<file path="src/logic/asp_regs.svh">
// Register offsets, field positions, reset values and timing for the
// audio serial port. Assumes inclusion from the port module only.
`ifndef ASP_REGS_SVH
`define ASP_REGS_SVH

// Byte offsets on the APB register bus
`define ASP_OFF_CTRL   8'h00
`define ASP_OFF_SLOT   8'h04
`define ASP_OFF_DATA0  8'h08
`define ASP_OFF_DATA3  8'h14
`define ASP_OFF_STAT   8'h18
`define ASP_OFF_BCAST  8'h1c
`define ASP_OFF_DIV    8'h20

// Reset values and writable masks
`define ASP_CTRL_RST   32'h0000_000d
`define ASP_CTRL_WMASK 32'h0007_ffff
`define ASP_SLOT_RST   32'h0000_a080
`define ASP_SLOT_WMASK 32'hbfbf_bfbf
`define ASP_DIV_RST    32'h0000_2020
`define ASP_DIV_WMASK  32'h0007_ffff

// Field positions
`define ASP_SLOT_EN    7
`define ASP_ST_ERR     12
`define ASP_ST_SHORT   13
`define ASP_BC_SYNC    0

// Timing figures
`define ASP_CLK_KHZ      100000
`define ASP_FS_MIN_HZ    7350
`define ASP_FS_MAX_HZ    768000
`define ASP_BCLK_MAX_KHZ 24576
`define ASP_BCLK_MIN_KHZ 256

`endif
</file>
<file path="src/logic/asp_pkg.sv">
// Types for the audio serial port: framing codes, control layout and
// the bundled pin groups. Assumes no other package.
package asp_pkg;

	// Framing select codes
	typedef enum logic [1:0] {
		ASP_TDM  = 2'h0,
		ASP_I2S  = 2'h1,
		ASP_LJ   = 2'h2,
		ASP_RSVD = 2'h3
	} asp_fmt_t;

	// Control register layout
	typedef struct packed {
		logic [12:0] rsvd;
		logic        err_en;
		logic        auto_en;
		logic [4:0]  offset;
		logic        fs_inv;
		logic        bit_clock_invert;
		logic        late;
		logic        daisy;
		logic        lane2;
		logic        hold;
		logic        hiz;
		logic        master;
		logic [1:0]  wlen;
		asp_fmt_t    serial_framing_select;
	} asp_ctrl_t;

	// Raw link inputs
	typedef struct packed {
		logic bclk;
		logic frame_sync;
		logic general_input_pin;
	} asp_pin_in_t;

	// Link outputs with active-low enables
	typedef struct packed {
		logic bclk;
		logic bclk_oe_n;
		logic frame_sync;
		logic frame_sync_oe_n;
		logic sdout;
		logic sdout_oe_n;
		logic general_output_pin;
		logic general_output_pin_oe_n;
		logic sdout_keep;
	} asp_pin_out_t;

endpackage : asp_pkg

</file>
<file path="src/logic/asp_port.sv">
// Audio serial output port, I2S and left-justified multi-slot framing,
// with APB registers and clock auto-detection.
// Assumes pclk at 100 MHz; link pins are asynchronous to pclk.
//
// Summary of operation
// RULE1: I2S left MSB two cycles after sync falls; the code starts it one cycle after, with offset 0
// RULE2: I2S right MSB two cycles after sync rises; the code starts it one cycle after, with offset 0
// RULE3: I2S sync and data launch on falling edge
// RULE4: Frame length covers all active slots
// RULE5: I2S low half left, high half right
// RULE6: LJ high half left, low half right
// RULE7: LJ left MSB with sync rise
// RULE8: LJ right MSB with sync fall
// RULE9: LJ sync launched on falling edge
// RULE10: Host should use offset at high rates
// RULE11: Sixty-four assignable slot positions
// RULE12: Release data line outside owned slots
// RULE13: Bus holder keeps last driven level
// RULE14: Second data lane on general pin
// RULE15: Daisy-chain input on general pin
// RULE16: Late-latch mode delays data launch
// RULE17: Master or slave clocking
// RULE18: Broadcast write triggers every device
// RULE19: Resync aligns sampling across devices
// RULE20: Auto-detect frame rate and clock ratio
// RULE21: Supported rates and ratios, others reserved
// RULE22: Two-bit framing select field
// RULE23: Codes 0-31 left, 32-63 right
// RULE24: Offset delays slot start 0-31 cycles
// RULE25: Unsupported clocks flag error and mute
`timescale 1ns/1ps
`default_nettype none
`include "asp_regs.svh"

module asp_port #(
	parameter int NCH = 4
) (
	// APB slave
	input  wire logic         pclk,
	input  wire logic         presetn,
	input  wire logic         psel,
	input  wire logic         penable,
	input  wire logic         pwrite,
	input  wire logic [7:0]   paddr,
	input  wire logic [31:0]  pwdata,
	output logic      [31:0]  prdata,
	output logic              pready,
	output logic              pslverr,
	// Link pins
	input  wire asp_pkg::asp_pin_in_t  pin_in,
	output asp_pkg::asp_pin_out_t      pin_out,
	// Recording mute
	output logic              channel_mute
);

	//--------------------------------------------------------------
	// Constants and helpers
	//--------------------------------------------------------------
	localparam logic [15:0] PER_MIN = 16'(`ASP_CLK_KHZ * 1000 / `ASP_FS_MAX_HZ);
	localparam logic [15:0] PER_MAX = 16'(`ASP_CLK_KHZ * 1000 / `ASP_FS_MIN_HZ);

	function automatic logic [5:0] wbits(input logic [1:0] w);
		unique case (w)
			2'h0: wbits = 6'h10;
			2'h1: wbits = 6'h14;
			2'h2: wbits = 6'h18;
			2'h3: wbits = 6'h20;
		endcase
	endfunction : wbits

	function automatic logic ratio_ok(input logic [11:0] r);
		unique case (r)
			12'h010, 12'h018, 12'h020, 12'h030, 12'h040, 12'h060, 12'h080,
			12'h0c0, 12'h100, 12'h180, 12'h200, 12'h400, 12'h800: ratio_ok = 1'b1;
			default: ratio_ok = 1'b0;
		endcase
	endfunction : ratio_ok

	//--------------------------------------------------------------
	// Registers
	//--------------------------------------------------------------
	asp_pkg::asp_ctrl_t ctrl_reg;
	logic [31:0]        slot_reg;
	logic [31:0]        div_reg;
	logic [31:0]        data_reg [NCH];
	logic [31:0]        shadow_reg [NCH];
	logic               err_reg, short_reg, valid_reg, sync_reg;
	logic [15:0]        per_reg, per_cnt_reg;
	logic [11:0]        ratio_reg, bcnt_reg;

	// Address decode
	wire acc      = psel & penable & pready;
	wire wr       = acc & pwrite;
	wire sel_ctrl = paddr == `ASP_OFF_CTRL;
	wire sel_slot = paddr == `ASP_OFF_SLOT;
	wire sel_stat = paddr == `ASP_OFF_STAT;
	wire sel_bc   = paddr == `ASP_OFF_BCAST;
	wire sel_div  = paddr == `ASP_OFF_DIV;
	wire sel_data = paddr >= `ASP_OFF_DATA0 && paddr <= `ASP_OFF_DATA3 && paddr[1:0] == 2'h0;
	wire [1:0] didx = 2'(paddr[4:2] - 3'h2);
	wire mapped   = sel_ctrl | sel_slot | sel_stat | sel_bc | sel_div | sel_data;
	wire [31:0] stat_w = {per_reg, 1'b0, channel_mute, short_reg, err_reg, ratio_reg};
	wire [31:0] rd_w   = sel_ctrl ? ctrl_reg : sel_slot ? slot_reg : sel_div ? div_reg :
		sel_stat ? stat_w : sel_data ? data_reg[didx] : 32'h0;

	// Control fields
	wire       i2s    = ctrl_reg.serial_framing_select == asp_pkg::ASP_I2S; // see RULE22
	wire       lj     = ctrl_reg.serial_framing_select == asp_pkg::ASP_LJ;
	wire       run    = i2s | lj;
	wire [5:0] wb     = wbits(ctrl_reg.wlen);
	wire [7:0] hdiv   = div_reg[7:0];
	wire [10:0] mhalf = div_reg[18:8];
	wire       resync = wr & sel_bc & pwdata[`ASP_BC_SYNC]; // see RULE18

	// APB answer, one access cycle with no wait
	always_ff @(posedge pclk or negedge presetn) begin
		if (!presetn) begin
			pready  <= 1'b0;
			prdata  <= 32'h0;
			pslverr <= 1'b0;
		end else begin
			pready  <= psel & ~penable;
			prdata  <= (psel & ~penable & ~pwrite) ? rd_w : prdata;
			pslverr <= psel & ~penable & ~mapped;
		end
	end

	// Software-written registers
	always_ff @(posedge pclk or negedge presetn) begin
		if (!presetn) begin
			ctrl_reg <= `ASP_CTRL_RST;
			slot_reg <= `ASP_SLOT_RST;
			div_reg  <= `ASP_DIV_RST;
			sync_reg <= 1'b0;
			for (int i = 0; i < NCH; i++) data_reg[i] <= 32'h0;
		end else begin
			sync_reg <= resync;
			if (wr & sel_ctrl) ctrl_reg <= pwdata & `ASP_CTRL_WMASK;
			if (wr & sel_slot) slot_reg <= pwdata & `ASP_SLOT_WMASK;
			if (wr & sel_div) div_reg <= pwdata & `ASP_DIV_WMASK;
			if (wr & sel_data) data_reg[didx] <= pwdata;
		end
	end

	//--------------------------------------------------------------
	// Pin synchronisers
	//--------------------------------------------------------------
	logic [2:0] s1_reg, s2_reg;
	always_ff @(posedge pclk or negedge presetn) begin
		if (!presetn) begin
			s1_reg <= 3'h0;
			s2_reg <= 3'h0;
		end else begin
			s1_reg <= pin_in;
			s2_reg <= s1_reg;
		end
	end
	wire bclk_s = s2_reg[2] ^ ctrl_reg.bit_clock_invert;
	wire fs_s   = s2_reg[1] ^ ctrl_reg.fs_inv;
	wire din_s  = s2_reg[0];

	//--------------------------------------------------------------
	// Bit clock edges: own divider or sampled pin
	//--------------------------------------------------------------
	logic [7:0] div_cnt_reg;
	logic       mbclk_reg, bprev_reg;
	wire tick = ctrl_reg.master & (div_cnt_reg >= hdiv - 8'h01);
	wire rise = ctrl_reg.master ? tick & ~mbclk_reg : bclk_s & ~bprev_reg; // see RULE17
	wire fall = ctrl_reg.master ? tick & mbclk_reg : ~bclk_s & bprev_reg;

	// Divider counts in both modes but ticks only in master mode, restarts on resync
	always_ff @(posedge pclk or negedge presetn) begin
		if (!presetn) begin
			div_cnt_reg <= 8'h0;
			mbclk_reg   <= 1'b0;
			bprev_reg   <= 1'b0;
		end else begin
			bprev_reg   <= bclk_s;
			div_cnt_reg <= (tick | sync_reg) ? 8'h0 : div_cnt_reg + 8'h01; // see RULE19
			if (sync_reg) mbclk_reg <= 1'b0;
			else if (tick) mbclk_reg <= ~mbclk_reg;
		end
	end

	//--------------------------------------------------------------
	// Frame position tracking
	//--------------------------------------------------------------
	logic [10:0] fcnt_reg, hlen_reg;
	logic        fsprev_reg, fsdrv_reg;
	logic [4:0]  bitn_reg, slot_reg_n;
	logic        act_reg;
	// Half of the slot group now running, fixed when the group starts
	logic        half_reg;
	wire         fs_lvl  = ctrl_reg.master ? fsdrv_reg : fs_s;
	wire         fs_chg  = fs_lvl != fsprev_reg;
	wire [10:0]  hlen    = ctrl_reg.master ? mhalf : hlen_reg;
	wire [10:0]  fc1     = fcnt_reg + 11'h001;
	// Predict the half boundary so LJ data leaves with the sync edge
	wire         wrap    = fc1 == hlen;
	wire [10:0]  cyc     = wrap ? 11'h000 : fc1;
	wire         fs_new  = wrap ? ~fsprev_reg : fsprev_reg;
	wire         right_n = i2s ? fs_new : ~fs_new; // see RULE5, RULE6
	// I2S starts one cycle later than LJ, both shifted by the offset
	wire [10:0]  spos    = {6'h0, ctrl_reg.offset} + {10'h0, i2s}; // see RULE1, RULE2, RULE24
	wire         start   = run & (cyc == spos); // see RULE7, RULE8
	wire         lastb   = {1'b0, bitn_reg} == wb - 6'h01;
	// A word runs to its last bit even past the sync change, as the I2S
	// left LSB needs; only a new start or the final slot ends the run.
	// Cutting at the half boundary would drop bits of offset slots.
	wire         act_n   = start | (act_reg & ~(lastb & slot_reg_n == 5'h1f));
	wire [4:0]   bitn_n  = (start | lastb) ? 5'h00 : bitn_reg + 5'h01;
	wire [4:0]   slotn_n = start ? 5'h00 : lastb ? slot_reg_n + 5'h01 : slot_reg_n;
	// Slot code keeps its half until the next start, not the live sync
	wire         half_n  = start ? right_n : half_reg;
	wire [5:0]   code    = {half_n, slotn_n}; // see RULE11, RULE23

	// Sync level and cycle counting on rising edges
	always_ff @(posedge pclk or negedge presetn) begin
		if (!presetn) begin
			fcnt_reg   <= 11'h0;
			hlen_reg   <= 11'h0;
			fsprev_reg <= 1'b0;
		end else if (sync_reg) begin
			fcnt_reg   <= 11'h0;
			fsprev_reg <= fs_lvl;
		end else if (rise) begin
			fsprev_reg <= fs_lvl;
			fcnt_reg   <= fs_chg ? 11'h0 : (&fcnt_reg ? fcnt_reg : fc1);
			if (fs_chg) hlen_reg <= fc1;
		end
	end

	// Master sync and slot counters move on falling edges
	always_ff @(posedge pclk or negedge presetn) begin
		if (!presetn) begin
			fsdrv_reg  <= 1'b0;
			bitn_reg   <= 5'h0;
			slot_reg_n <= 5'h0;
			act_reg    <= 1'b0;
			half_reg   <= 1'b0;
		end else if (sync_reg) begin
			fsdrv_reg <= 1'b0;
			act_reg   <= 1'b0;
		end else if (fall) begin
			if (ctrl_reg.master & wrap) fsdrv_reg <= ~fsdrv_reg; // see RULE3, RULE9
			bitn_reg   <= bitn_n;
			slot_reg_n <= slotn_n;
			act_reg    <= act_n;
			// Half flag follows the group, see RULE1, RULE2
			half_reg   <= half_n;
		end
	end

	//--------------------------------------------------------------
	// Slot ownership and serial bit selection
	//--------------------------------------------------------------
	logic [NCH-1:0] own, bitv, inhalf;
	genvar g;
	generate
		for (g = 0; g < NCH; g++) begin : g_ch
			wire [7:0] sf = slot_reg[8*g +: 8];
			assign own[g]    = act_n & sf[`ASP_SLOT_EN] & (sf[5:0] == code);
			assign bitv[g]   = shadow_reg[g][5'h1f - bitn_n];
			assign inhalf[g] = sf[`ASP_SLOT_EN] & (sf[5] == (i2s ? fsprev_reg : ~fsprev_reg));
		end
	endgenerate

	// Lane split: channels 2 and 3 move to the second lane
	wire [NCH-1:0] lmask = ctrl_reg.lane2 ? NCH'(3) : {NCH{1'b1}};
	wire [NCH-1:0] own1  = own & lmask; // see RULE14
	wire [NCH-1:0] own2  = own & ~lmask;
	wire d1 = |(own1 & bitv) & ~channel_mute;
	wire d2 = |(own2 & bitv) & ~channel_mute;
	// Unowned slots forward the chained device or release the line
	wire fwd   = ctrl_reg.daisy & ~|own1; // see RULE15
	wire drv1  = |own1 | fwd | ~ctrl_reg.hiz; // see RULE12
	wire drv2  = |own2 | ~ctrl_reg.hiz;
	wire val1  = |own1 ? d1 : fwd ? din_s : (ctrl_reg.hiz ? pin_out.sdout : 1'b0); // see RULE13
	wire val2  = |own2 ? d2 : (ctrl_reg.hiz ? pin_out.general_output_pin : 1'b0);

	// Staged bit for late-latch launch on the next rising edge
	logic [3:0] stage_reg;
	wire  out_en = ctrl_reg.late ? rise : fall; // see RULE16
	wire [3:0] out_w = ctrl_reg.late ? stage_reg : {val1, ~drv1, val2, ~drv2};

	// Latch a frame of samples at the left-half start
	always_ff @(posedge pclk or negedge presetn) begin
		if (!presetn) begin
			stage_reg <= 4'h5;
			for (int i = 0; i < NCH; i++) shadow_reg[i] <= 32'h0;
		end else if (fall) begin
			stage_reg <= {val1, ~drv1, val2, ~drv2};
			if (start & ~right_n)
				for (int i = 0; i < NCH; i++) shadow_reg[i] <= data_reg[i];
		end
	end

	// Pin registers
	always_ff @(posedge pclk or negedge presetn) begin
		if (!presetn) begin
			pin_out <= '{default: 1'b1, bclk: 1'b0, frame_sync: 1'b0, sdout: 1'b0,
				general_output_pin: 1'b0, sdout_keep: 1'b0};
		end else begin
			pin_out.bclk            <= (ctrl_reg.master & (tick ? ~mbclk_reg : mbclk_reg))
				^ ctrl_reg.bit_clock_invert;
			pin_out.bclk_oe_n       <= ~ctrl_reg.master;
			pin_out.frame_sync      <= (ctrl_reg.master & fall & wrap ? ~fsdrv_reg : fsdrv_reg)
				^ ctrl_reg.fs_inv;
			pin_out.frame_sync_oe_n <= ~ctrl_reg.master;
			pin_out.sdout_keep      <= ctrl_reg.hiz & ctrl_reg.hold;
			// Idle framing: lines low, or held when released
			if (~run) begin
				pin_out.sdout                   <= ctrl_reg.hiz & pin_out.sdout;
				pin_out.general_output_pin      <= ctrl_reg.hiz & pin_out.general_output_pin;
				pin_out.sdout_oe_n              <= ctrl_reg.hiz;
				pin_out.general_output_pin_oe_n <= ~ctrl_reg.lane2 | ctrl_reg.hiz;
			end else if (out_en) begin
				pin_out.sdout                   <= out_w[3];
				pin_out.sdout_oe_n              <= out_w[2];
				pin_out.general_output_pin      <= out_w[1];
				pin_out.general_output_pin_oe_n <= ~ctrl_reg.lane2 | out_w[0];
			end
		end
	end

	//--------------------------------------------------------------
	// Clock auto-detection and error flags
	//--------------------------------------------------------------
	wire [2:0]  nhalf  = 3'(inhalf[0]) + 3'(inhalf[1]) + 3'(inhalf[2]) + 3'(inhalf[3]);
	wire [8:0]  need   = 9'(nhalf * wb);
	wire        shortv = run & rise & fs_chg & ({2'h0, need} > fc1); // see RULE4, RULE5, RULE6
	wire        fstart = rise & fs_chg & (i2s ? ~fs_lvl : fs_lvl);
	wire [31:0] rk     = 32'(ratio_reg) * `ASP_CLK_KHZ;
	wire        bclk_ok = rk <= 32'(per_reg) * `ASP_BCLK_MAX_KHZ
		&& rk >= 32'(per_reg) * `ASP_BCLK_MIN_KHZ;
	wire        rate_ok = per_reg >= PER_MIN && per_reg <= PER_MAX;
	// Lost sync counts as unsupported once the counter runs out
	wire        bad    = valid_reg & ~(ratio_ok(ratio_reg) & rate_ok & bclk_ok) | &per_cnt_reg;
	wire        errv   = ctrl_reg.auto_en & bad; // see RULE21
	wire        clr    = wr & sel_stat;

	// Measure pclk per frame and bit clocks per frame
	always_ff @(posedge pclk or negedge presetn) begin
		if (!presetn) begin
			per_cnt_reg  <= 16'h0;
			per_reg      <= 16'h0;
			bcnt_reg     <= 12'h0;
			ratio_reg    <= 12'h0;
			valid_reg    <= 1'b0;
			err_reg      <= 1'b0;
			short_reg    <= 1'b0;
			channel_mute <= 1'b0;
		end else begin
			per_cnt_reg <= fstart ? 16'h1 : (&per_cnt_reg ? per_cnt_reg : per_cnt_reg + 16'h1);
			if (fstart) begin
				per_reg   <= per_cnt_reg; // see RULE20
				ratio_reg <= bcnt_reg;
				valid_reg <= 1'b1;
			end
			if (rise) bcnt_reg <= fstart ? 12'h1 : (&bcnt_reg ? bcnt_reg : bcnt_reg + 12'h1);
			// Sticky flags: a new event wins over the clear
			err_reg      <= (errv & ctrl_reg.err_en) | (err_reg & ~(clr & pwdata[`ASP_ST_ERR]));
			short_reg    <= shortv | (short_reg & ~(clr & pwdata[`ASP_ST_SHORT]));
			channel_mute <= errv & ctrl_reg.err_en; // see RULE25
		end
	end

endmodule : asp_port
`default_nettype wire

</file>
<file path="config.mk">
export PLATFORM = sky130hd
export DESIGN_NAME = asp_port
export DESIGN_NICKNAME = d
export VERILOG_FILES = /design/src/logic/asp_pkg.sv /design/src/logic/asp_port.sv
export VERILOG_INCLUDE_DIRS = /design/src /design/src/logic
export SDC_FILE = /design/constraint.sdc
export NUM_CORES = 1
export LEC_CHECK = 0
export ABC_AREA = 1
export BUFFER_PORTS_ARGS = -buffer_cell sky130_fd_sc_hd__buf_2
export CAP_MARGIN = 30
export CORE_MARGIN = 4
export CORE_UTILIZATION = 40
export DETAILED_ROUTE_END_ITERATION = 12
export PLACE_DENSITY = 0.55
export SLEW_MARGIN = 20
export SYNTH_ARGS = -nofsm -noshare
export SYNTH_HDL_FRONTEND = slang
export SYNTH_SLANG_ARGS = --single-unit
</file>
<file path="constraint.sdc">
create_clock -name pclk -period 7.04 [get_ports pclk]
set_input_delay 0.704 -clock pclk [delete_from_list [all_inputs] [get_ports pclk]]
set_output_delay 0.704 -clock pclk [all_outputs]
set_load 0.02 [all_outputs]
</file>
======== Word-level counts from Yosys, hierarchy flattened ========
Cells that the tools add are included.
operators by class
  add/subtract/negate cells ............... 14
  multiply operators ...................... 3
  div/mod/pow operators ................... 0
  magnitude comparators ................... 11
  equality and inequality tests ........... 39
  shifts and indexed selects .............. 0
  mux-type cells .......................... 63
  bitwise operators ....................... 107
  reduce and logical (&&, ||, !) cells .... 26
operator list
  kind                                                                    number
  32-bit 2-to-1 mux                                                       8
  128-bit bitwise mux                                                     1
  11-bit 2-to-1 mux                                                       6
  32-bit binary-select mux with 2-bit select                              1
  32-bit demux with 2-bit select                                          1
  1-bit bitwise AND                                                       58
  16-bit 2-to-1 mux                                                       2
  29-bit by 31-bit less-or-equal comparator with 1-bit output             1
  29-bit by 24-bit >= comparator with 1-bit output                        1
  1-bit 2-to-1 mux                                                        29
  12-bit by 5-bit == test with 1-bit output (second input constant)       2
  12-bit by 6-bit == test with 1-bit output (second input constant)       2
  12-bit by 7-bit == test with 1-bit output (second input constant)       2
  12-bit by 8-bit == test with 1-bit output (second input constant)       2
  12-bit by 9-bit == test with 1-bit output (second input constant)       2
  6-bit == test                                                           4
  12-bit by 12-bit multiplier with 24-bit output (second input constant)  1
  12-bit 2-to-1 mux                                                       2
  6-bit one-hot mux with 4 select lines                                   1
  1-bit NOT                                                               22
  1-bit binary-select mux with 5-bit select                               4
  16-bit by 2-bit multiplier with 18-bit output (second input constant)   1
  1-bit bitwise OR                                                        17
  16-bit by 1-bit adder with 16-bit output (second input constant)        1
  other kinds (58)                                                        92
word-level totals
  register bits ........................... 481
  bits in latches ......................... 0
  RAM bits ................................ 0
  bits in read-only memories .............. 0
  input port bits ......................... 48
  output and inout bits ................... 44
  logic and storage cells ................. 320
  memories kept ........................... 0

======== Longest topological paths before layout ========
Gate-level depths: netlist (run 1).
  depth after elaboration ................. 21
  mapped depth ............................ 42
  mapped depth without buffers ............ 42

======== Worst setup path before layout (run 1) ========
OpenSTA, ideal clock, no wires.
  kind .................................... reg2reg
  from .................................... reg ratio_reg[2]
  to ...................................... reg err_reg
  setup time .............................. 124 ps
  arrival ................................. 5621 ps
  data required time ...................... 6916 ps
  setup slack ............................. 1296 ps
  cell stages (with the launch flop) ...... 42
  path buffers ............................ 0
  clock period less this slack ............ 5744 ps
  cells stage by stage .................... dfrtp_1 -> inv_1 -> ha_1 -> ha_1 -> inv_1 -> fa_1 -> inv_1 -> ha_1 -> inv_1 -> fa_1 -> inv_1 -> ha_1 -> inv_1 -> o21bai_1 -> a31oi_1 -> o21bai_1 -> a21oi_1 -> o21ai_0 -> [6 not listed] -> a21boi_0 -> o21bai_1 -> nand2_1 -> nand3b_1 -> nand2_1 -> inv_1 -> ha_1 -> nand3_1 -> nor3_1 -> nand4_1 -> nor2_1 -> nor3_1 -> nand2_1 -> nand2_1 -> nand2_1 -> nand2_1 -> nand2_1 -> nand2_1
on the way
  word-level cells in the longest chain between the ends .. 11
  elaborated cells on any way between the ends .. 27
  those cells by class .................... mul: 1; order compare: 2; eq/ne: 13; mux: 1; bitwise: 8; reduce/logical: 2
ends and longest elaborated chain
  what                                                                                                 RTL line         text
  start: declaration                                                                                   asp_port.sv:89   logic [11:0] ratio_reg, bcnt_reg;
  start signal: assignment                                                                             asp_port.sv:357  ratio_reg <= bcnt_reg;
  branches (longest 4 deep; another with 29-bit by 31-bit less-or-equal comparator with 1-bit output)  -
  1-bit bitwise AND *                                                                                  asp_port.sv:338  wire bad = valid_reg & ~(ratio_ok(ratio_reg) & rate_ok & bclk_ok) | &per_cnt_reg;
  1-bit NOT *                                                                                          asp_port.sv:338
  1-bit bitwise AND *                                                                                  asp_port.sv:338
  1-bit bitwise OR *                                                                                   asp_port.sv:338
  1-bit bitwise AND *                                                                                  asp_port.sv:339  wire errv = ctrl_reg.auto_en & bad;
  1-bit bitwise AND *                                                                                  asp_port.sv:362  err_reg <= (errv & ctrl_reg.err_en) | (err_reg & ~(clr & pwdata[`ASP_ST_ERR]));
  1-bit bitwise OR *                                                                                   asp_port.sv:362
  end signal: assignment                                                                               asp_port.sv:362
  end: declaration                                                                                     asp_port.sv:87   logic err_reg, short_reg, valid_reg, sync_reg;
Every way passes the cells marked *.
A chain may end at the register's enable or synchronous reset.

======== Worst setup path after layout (run 1) ========
  from .................................... reg ratio_reg[3]
  to ...................................... reg err_reg
Same word-level chain as after synthesis.

==> results of run 1 <==
[cell families after synthesis]
family / synth area share [%]
simple gates: 18.4
compound gates: 14.6
buf+inv: 7.99
flops: 43.2
fa+ha+maj: 11.6
xor+xnor: 2.38
mux: 1.78
[final timing paths]
| kind | start | end | slack (ps) | cells after the start |
|---|---|---|---|---|
| setup / recovery | ratio_reg[3] | err_reg | 600 | 38 |
| min in group pclk | pin_in[2] | s1_reg[2] | 180 | 1 |
| max in group asynchronous | presetn | ratio_reg[0] | 5650 | 2 |
| hold reg to reg | s1_reg[2] | s2_reg[2] | 350 | 0 |
| setup reg to reg | ratio_reg[3] | err_reg | 600 | 38 |
| hold / removal | presetn | shadow_reg[93] | 50 | 1 |
[cell type report]
type                    count  share of cell area (%)
well taps                 931                    3.71
clock buffers              88                    5.33
diodes                      2                  0.0160
flip-flops and latches    481                    38.4
repair buffers            133                    2.84
clock inverters            18                   0.802
multi-input cells        2313                    43.6
inverters                 445                    5.32
[cell usage after synthesis (8+ instances only)]
master     instances
a211oi_1           8
a21oi_1          131
a221oi_1          23
a2bb2oi_1         10
a31oi_1            8
buf_2             17
clkbuf_1         103
clkinv_1           9
dfrtp_1          468
dfstp_2           13
fa_1              33
ha_1             206
inv_1            423
inv_2             13
mux2_2            44
nand2_1          765
nand3_1          166
nand4_1           58
nor2_1           155
nor3_1            32
o211ai_1           9
o21ai_0          431
o22ai_1           56
xnor2_1           22
xor2_1            52
[through the flow]
step / total power (uW) / worst slack, ps
after CTS: 8340 / 602
after global placement: 5280 / 702
final: 8310 / 601
after floorplan: 4520 / 1300
after global routing: 8780 / 52.3
after detailed placement: 5280 / 610
[metal layers]
layer / vias up / part of all wire, %
li1: 11283 / -
met1: 11311 / 47
met2: 651 / 44
met3: 120 / 6.3
met4: 0 / 2.4
met5: - / 0
[timing repair]
action	4_1_cts	5_1_grt
buffers inserted	0	0
setup endpoints to repair	0	2
resized for setup	0	2
endpoints found under the hold margin	0	0
[power breakdown]
part | total, uW | switching (uW) | internal, uW
logic | 2240 | 1490 | 754
clock network | 3040 | 1230 | 1810
registers | 3030 | 139 | 2890
==> metrics.txt, run 1 <==
most common cell after layout, fill and taps aside=nand2_1; Reg area=12100 um^2; synthesized instance count=3372; Seq/Total Area, Yosys=approximately 43%; Total GRT Usage=around a quarter; Vias=23365; grt ovf=0; fill cell instance count of the final layout=6892; Synth cell types=60; first-pass GRT wire length=137 mm; syn avg cell area=between 8 and 9 um^2; Power Density=265 nW/um^2; synthesized net count=3659; number of enable flip-flop cells after synthesis=0; clk sinks=481; Yosys top cell area share=42.0%; Remaining DRCs=0; Synth area leaders=dfrtp_1, nand2_1, ha_1; RSZ-0062 raised after global routing=no; Critical Path AT=6930 ps; busiest grt layer=met2; CTS tree=yes; antenna violations before repair=5; Top cell by count, worst path=nand2_1; Final Hold Fails=0; max incr delay on CP=530 ps; Max Clk Rate=0.155 GHz; post-route cell area=roughly 31000 um^2; slew margin rel.=32.6%; drt first pass iters=7; clock latency on the worst-skew pair=about 620 ps; hold-fix buffers at CTS=0; Clock Path Buffers=3; Syn. warnings=0; worst-path fanout max=7; ANT nets after route=0; CTS H-tree lvls=2; Cell Count, Final, Fillers Out=4411; I/O Pins=just over 90; die height=roughly 270 um; Reg clk slew, reported paths=60 ps; CP Data Required Time=7530 ps; GRT met1 Usage=34.8%; core box area=68800 um^2; met3 usage=3.93%; fin crit share=about nine tenths; DR iter-0 viols=1805; share of cells above drive strength 1=9.52%; Synth area leader=dfrtp_1; Row Count=96; CTS Buf Count=56; Worst Setup Start Kind=flip-flop; worst min path class=in -> async; CTS root buffer=clkbuf_16; Yosys reg bits=~480; Multi-input gate area=between 10000 and 15000 um^2; minimum clock period=6440 ps; Slew @ Worst Pin=1010 ps; dpl hpwl=64.6 mm; commonest cells after routing, fill and taps aside=nand2_1, dfrtp_1, o21ai_0, inv_1, ha_1; final core utilization=45.6%; hold_ws=45.7 ps; Starting Density=just over 40%; Nets=3717; commonest register cell after synthesis=dfrtp_1; endpoint type of the worst setup path=flip-flop; largest net degree at the start of global routing=about 160; count of max-cap constraint violations=0; Max stage delay cell, worst path=fa_1; # setup viols final=0; Fin Clk Skew=22.3 ps; count of pins over their slew limit=0; setup_tns=0 ps; grt met2 use=37.1%; routed vias/inst=around 5.3; DP Area=29400 um^2; Max IR drop VDD=roughly 200 uV; critical path type=reg -> reg; WL final=89.3 mm; WL per Instance=20.2 um; delay-heaviest family, CP=adder cells; Mapped Area=27900 um^2; asr flop ratio synth=100%; buffers added on ports=slightly above 90; Die Span X=272 um; number of global-route vias before repair=22242; Pleak=0.0153 uW; P&R area growth vs syn=12.5%; status=complete, no violations; WP buf/inv=6; DIE AREA=approximately 74000 um^2; DP Cell Count=4301; Final GP Congestion=0.932
(Power assumes the default switching activity.)
==> run 2: changes to the inputs <==
Settings changed: ABC_AREA 1 to not set, PLACE_DENSITY 0.55 to 0.66.
==> run 2 against run 1 <==
Effect of this change: register-to-register slack got worse by 130 ps; cell count fell by 18%; via count shrank 12%; critical path depth shrank 9; synthesized cell count down 24%; synthesized area increased by 1.3%; clock skew decreased by 3.4 ps; utilization shrank 0.52 points; combinational power decreased by 80%; setup slack got worse by 130 ps; die area grew 1.3%; maximum frequency shrank 2.0%; critical endpoint unchanged; largest cell class unchanged.
==> metrics.txt, run 2 <==
share of cells above drive strength 1=a little under a quarter; fin crit share=roughly 93%; Sequential Power Share=roughly 47%; Remaining DRCs=0; Post-CTS Setup Bufs=0; Syn. warnings=0; critical path type=reg -> reg; DR iter-0 viols=around 1600; Final Hold Fails=0; # setup viols final=0; post-route cell area=31600 um^2; Max Clk Rate=0.152 GHz; Starting Density=40.4%; worst-path fanout max=6; Switching Share=24.9%; hold_ws=197 ps; Yosys reg bits=481; Clock Path Buffers=3; WL final=just over 80 mm; clock latency on the worst-skew pair=600 ps; Cell Int Power=roughly 4600 uW; dpl hpwl=around 60 mm; most frequent cells after synthesis=dfrtp_1, mux2_2, ha_1; Synth area leader=dfrtp_1; CTS Buf Count=53; DIE AREA=75000 um^2; synthesized net count=2839; Tot Pwr=slightly above 6000 uW; CP Data Required Time=7530 ps; Fin Clk Skew=18.9 ps; Pleak=around 0.015 uW; buffers added on ports=91; WL per Instance=22.7 um; Comb pwr share=7.4%; Nets=2905; core box area=70000 um^2; Total GRT Usage=21.7%; count of pins over their slew limit=0; commonest register cell after synthesis=dfrtp_1; antenna violations before repair=4; slew margin rel.=26.9%; syn avg cell area=11.1 um^2; count of max-cap constraint violations=0; Power Density=195 nW/um^2; Seq/Total Area, Yosys=42.6%; endpoint type of the worst setup path=flip-flop; Die Span X=274 um; minimum clock period=6570 ps; Yosys top cell area share=41.4%; Row Count=97; grt ovf=0; Max IR drop VDD=197 uV; I/O Pins=92; status=complete, no violations; Worst Setup Start Kind=flip-flop; clk sinks=481; Final GP Congestion=about 0.94; commonest cells after routing, fill and taps aside=dfrtp_1, mux2_2, ha_1, nand2_1, nor2_1; Reg clk slew, reported paths=70 ps; worst min path class=in -> async; Synth area leaders=dfrtp_1, mux2_2, ha_1; CTS tree=yes; asr flop ratio synth=100%; largest net degree at the start of global routing=179; CTS H-tree lvls=2; CTS root buffer=clkbuf_16; RSZ-0062 raised after global routing=no; die height=274 um; Psw=1530 uW; first-pass GRT wire length=approximately 130 mm; P&R area growth vs syn=11.7%; routed vias/inst=5.73; clock share of power=45.7%; Cell Count, Final, Fillers Out=3603; setup_tns=0 ps; Slew @ Worst Pin=1100 ps; ANT nets after route=0; Vias=20651; synthesized instance count=2552; DP Cell Count=roughly 3500; DP Area=about 30000 um^2; Max stage delay cell, worst path=fa_1; R2R cell count=29; Mapped Area=28300 um^2; number of global-route vias before repair=21021; most common cell after layout, fill and taps aside=dfrtp_1; Synth cell types=92; cell with the most instances after synthesis=dfrtp_1; Critical Path AT=7060 ps; number of enable flip-flop cells after synthesis=0; drt first pass iters=7; max incr delay on CP=540 ps
run 2: final cells by class:
| type | instances | area [um^2] |
|---|---|---|
| fillers | 6435 | 38500 |
| multi-input cells | 1811 | 15200 |
| flip-flops and latches | 481 | 12100 |
| clock buffers | 81 | 1580 |
| well taps | 940 | 1180 |
| repair buffers | 125 | 795 |
| inverters | 146 | 548 |
| clock inverters | 16 | 173 |
| diodes | 3 | 7.51 |
run 2: stage by stage:
step | worst slack (ps) | util, %
6_report | 468 | 45.1
3_3_place_gp | 448 | 42.5
3_5_place_dp | 382 | 42.5
5_1_grt | 17.0 | 45.1
4_1_cts | 345 | 45.0
2_1_floorplan | 959 | -
run 2: worst max-delay path, delay by kind of cell (launching register included):
family / cells / cell delay (ps)
DFF: 1 / 450
AOI/OAI and AO/OA: 17 / 2990
and+or+nand+nor: 2 / 200
buffers and inverters: 2 / 120
xor gates and xnor gates: 1 / 190
adders and majority gates: 7 / 2500
run 2: cell families after synthesis:
| group | Yosys count | synth area share, % |
|---|---|---|
| xor+xnor | 130 | 4.20 |
| fa+ha+maj | 239 | 11.5 |
| mux | 406 | 17.3 |
| simple gates | 559 | 9.38 |
| compound gates | 477 | 11.4 |
| buf+inv | 260 | 3.68 |
| flops | 481 | 42.6 |
run 2: worst paths after layout:
check                              from            to  slack [ps]
setup / recovery           ratio_reg[2]       err_reg         470
hold / removal                  presetn  data_reg[92]         200
setup reg to reg           ratio_reg[2]       err_reg         470
hold reg to reg               s1_reg[2]     s2_reg[2]         350
max in group asynchronous       presetn   hlen_reg[7]        5340
min in group pclk             pin_in[0]     s1_reg[0]         210
run 2: layer usage:
metal	routed length (um)	GRT usage [%]	part of all wire [%]	up-vias
met5	8	0	0.0098	-
met4	2220	5.92	2.7	2
met3	4890	3.01	6.0	139
met2	38700	36.0	47	661
met1	35900	30.0	44	10532
li1	-	-	-	9317
run 2: repair_timing:
item	CTS	global route
setup endpoints to repair	0	2
hold buffers	0	0
resized for setup	0	4
run 2: power groups by stage:
| stage | sequential [uW] | clock, uW | combinational (uW) |
|---|---|---|---|
| floorplan | 2960 | 0 | 203 |
| global placement | 2930 | 0 | 445 |
| detailed placement | 2930 | 0 | 452 |
| CTS | 2880 | 2860 | 454 |
| global route | 2890 | 2970 | 498 |
| finish | 2890 | 2810 | 454 |
==> run 3: changes to the inputs <==
Settings changed: SKIP_LAST_GASP set to 1.
Clock period 7.04 ns to 8.3 ns, I/O delays scaled along.
==> run 3 against run 2 <==
Effect of this change: utilization is 0.13 points higher; final area rose by 0.29%; non-clock buffer count did not move; clock skew decreased by 0.56 ps; setup slack improved by 1100 ps; critical path depth increased by 2; critical endpoint unchanged; clock power decreased by 10%; sequential share of layout area down 0.11 points.
==> metrics.txt, run 3 (same netlist as run 2, synthesis figures left out) <==
worst-path fanout max=6; most common cell after layout, fill and taps aside=dfrtp_1; hold-fix buffers at CTS=0; RSZ-0062 raised after global routing=no; Power Density=approximately 170 nW/um^2; status=complete, no violations; minimum clock period=slightly below 7000 ps; commonest cells after routing, fill and taps aside=dfrtp_1, mux2_2, ha_1, nand2_1, nor2_1; clk sinks=approximately 480; Sequential Power Share=a little under half; dpl hpwl=59.4 mm; grt ovf=0; count of max-cap constraint violations=0; Cell Int Power=approximately 4000 uW; Switching Share=25.0%; P&R area growth vs syn=12.0%; met3 usage=3.81%; post-CTS resize count=0; slew margin rel.=25.0%; clock share of power=47.1%; CTS H-tree lvls=2; Die Span X=274 um; CTS Buf Count=53; grt met2 use=between 30% and 40%; Critical Path AT=7250 ps; Clock Path Buffers=3; Pleak=0.0155 uW; DIE AREA=around 75000 um^2; buffers added on ports=91; Vias=~21000; Max stage delay cell, worst path=fa_1; endpoint type of the worst setup path=flip-flop; Max IR drop VDD=156 uV; Top cell by count, worst path=a21oi_1; number of global-route vias before repair=21290; WL final=81.8 mm; CTS tree=yes; Slew @ Worst Pin=1120 ps; Post-CTS Setup Bufs=0; share of cells above drive strength 1=23.7%; I/O Pins=92; first-pass GRT wire length=128 mm; Final GP Congestion=0.940; Max Clk Rate=~0.15 GHz; count of pins over their slew limit=0; Fin Clk Skew=18.4 ps; core box area=roughly 70000 um^2; fill cell instance count of the final layout=6536; ANT nets after route=0; drt first pass iters=9; die height=274 um; antenna violations before repair=4; Nets=around 2900; Psw=1340 uW; DR iter-0 viols=1799; Row Count=97; fin crit share=81.3%; Comb pwr share=under 10%; WP buf/inv=5; Final Hold Fails=0; CP Data Required Time=slightly below 9000 ps; CTS root buffer=clkbuf_16; worst min path class=in -> async; WL per Instance=approximately 23 um; Total GRT Usage=21.8%; Remaining DRCs=0; Tot Pwr=about 5400 uW; delay-heaviest family, CP=compound AO/OA/AOI/OAI gates; max incr delay on CP=~540 ps; # setup viols final=0; critical path type=reg -> reg; setup_tns=0 ps; busiest grt layer=met2; largest net degree at the start of global routing=174; Worst Setup Start Kind=flip-flop; clock latency on the worst-skew pair=620 ps; routed vias/inst=5.77; Starting Density=40.4%; Reg clk slew, reported paths=roughly 70 ps; GRT met1 Usage=29.6%
[run 3: changes by cell type in the layout (fill, tap and decap cells not counted), moves of 2 or more]
| cell | before | now |
|---|---|---|
| clkbuf_8 | 15 | 11 |
| clkbuf_1 | 13 | 10 |
| clkinvlp_4 | 1 | 3 |
| bufinv_16 | 3 | 7 |
| buf_12 | 4 | 2 |
[run 3: final cells by class]
| cell class | instances | area (um^2) | area share [%] |
|---|---|---|---|
| diodes | 3 | 7.51 | 0.0237 |
| inverters | 146 | 548 | 1.73 |
| well taps | 940 | 1180 | 3.72 |
| repair buffers | 125 | 790 | 2.49 |
| clock inverters | 25 | 344 | 1.09 |
| flip-flops and latches | 481 | 12100 | 38.1 |
| multi-input cells | 1811 | 15200 | 48.1 |
| clock buffers | 74 | 1520 | 4.79 |
[run 3: per-layer routing]
metal	up-vias	part of all wire, %
met2	651	48
met5	-	0.0086
met4	2	2.2
li1	9336	-
met1	10670	44
met3	129	6.3
[run 3: power by group through the flow]
stage | combinational, uW | sequential [uW] | clock (uW)
5_1_grt | 421 | 2450 | 2660
3_3_place_gp | 374 | 2490 | 0
2_1_floorplan | 172 | 2510 | 0
4_1_cts | 384 | 2450 | 2560
6_report | 387 | 2450 | 2520
3_5_place_dp | 382 | 2490 | 0
[run 3: metrics by stage]
step                      setup slack, ps  hold slack (ps)  cells  area [um^2]  util (%)
final                                1550              293   3605        31600      45.2
after global placement               1700              336   3499        29700      42.4
after floorplan                      2220              331   2552        28300         -
after global routing                 1050              295   3604        31600      45.2
after CTS                            1520              285   3600        31600      45.1
after detailed placement             1540              337   3501        29700      42.5
[run 3: worst register-to-register path, delay by kind of cell (launching register included)]
kind	cells	cell delay, ps
xor gates and xnor gates	1	190
DFF	1	480
buffers and inverters	5	350
and+or+nand+nor	2	210
AOI/OAI and AO/OA	16	2980
adders and majority gates	7	2440
[run 3: path summary, 6_finish.rpt]
path,cells past startpoint,start,slack [ps],to
setup / recovery,31,ratio_reg[2],1550,err_reg
hold / removal,1,presetn,290,shadow_reg[24]
setup reg to reg,31,ratio_reg[2],1550,err_reg
hold reg to reg,0,s1_reg[0],350,s2_reg[0]
max in group asynchronous,2,presetn,6490,ratio_reg[8]
min in group pclk,1,pin_in[0],320,s1_reg[0]
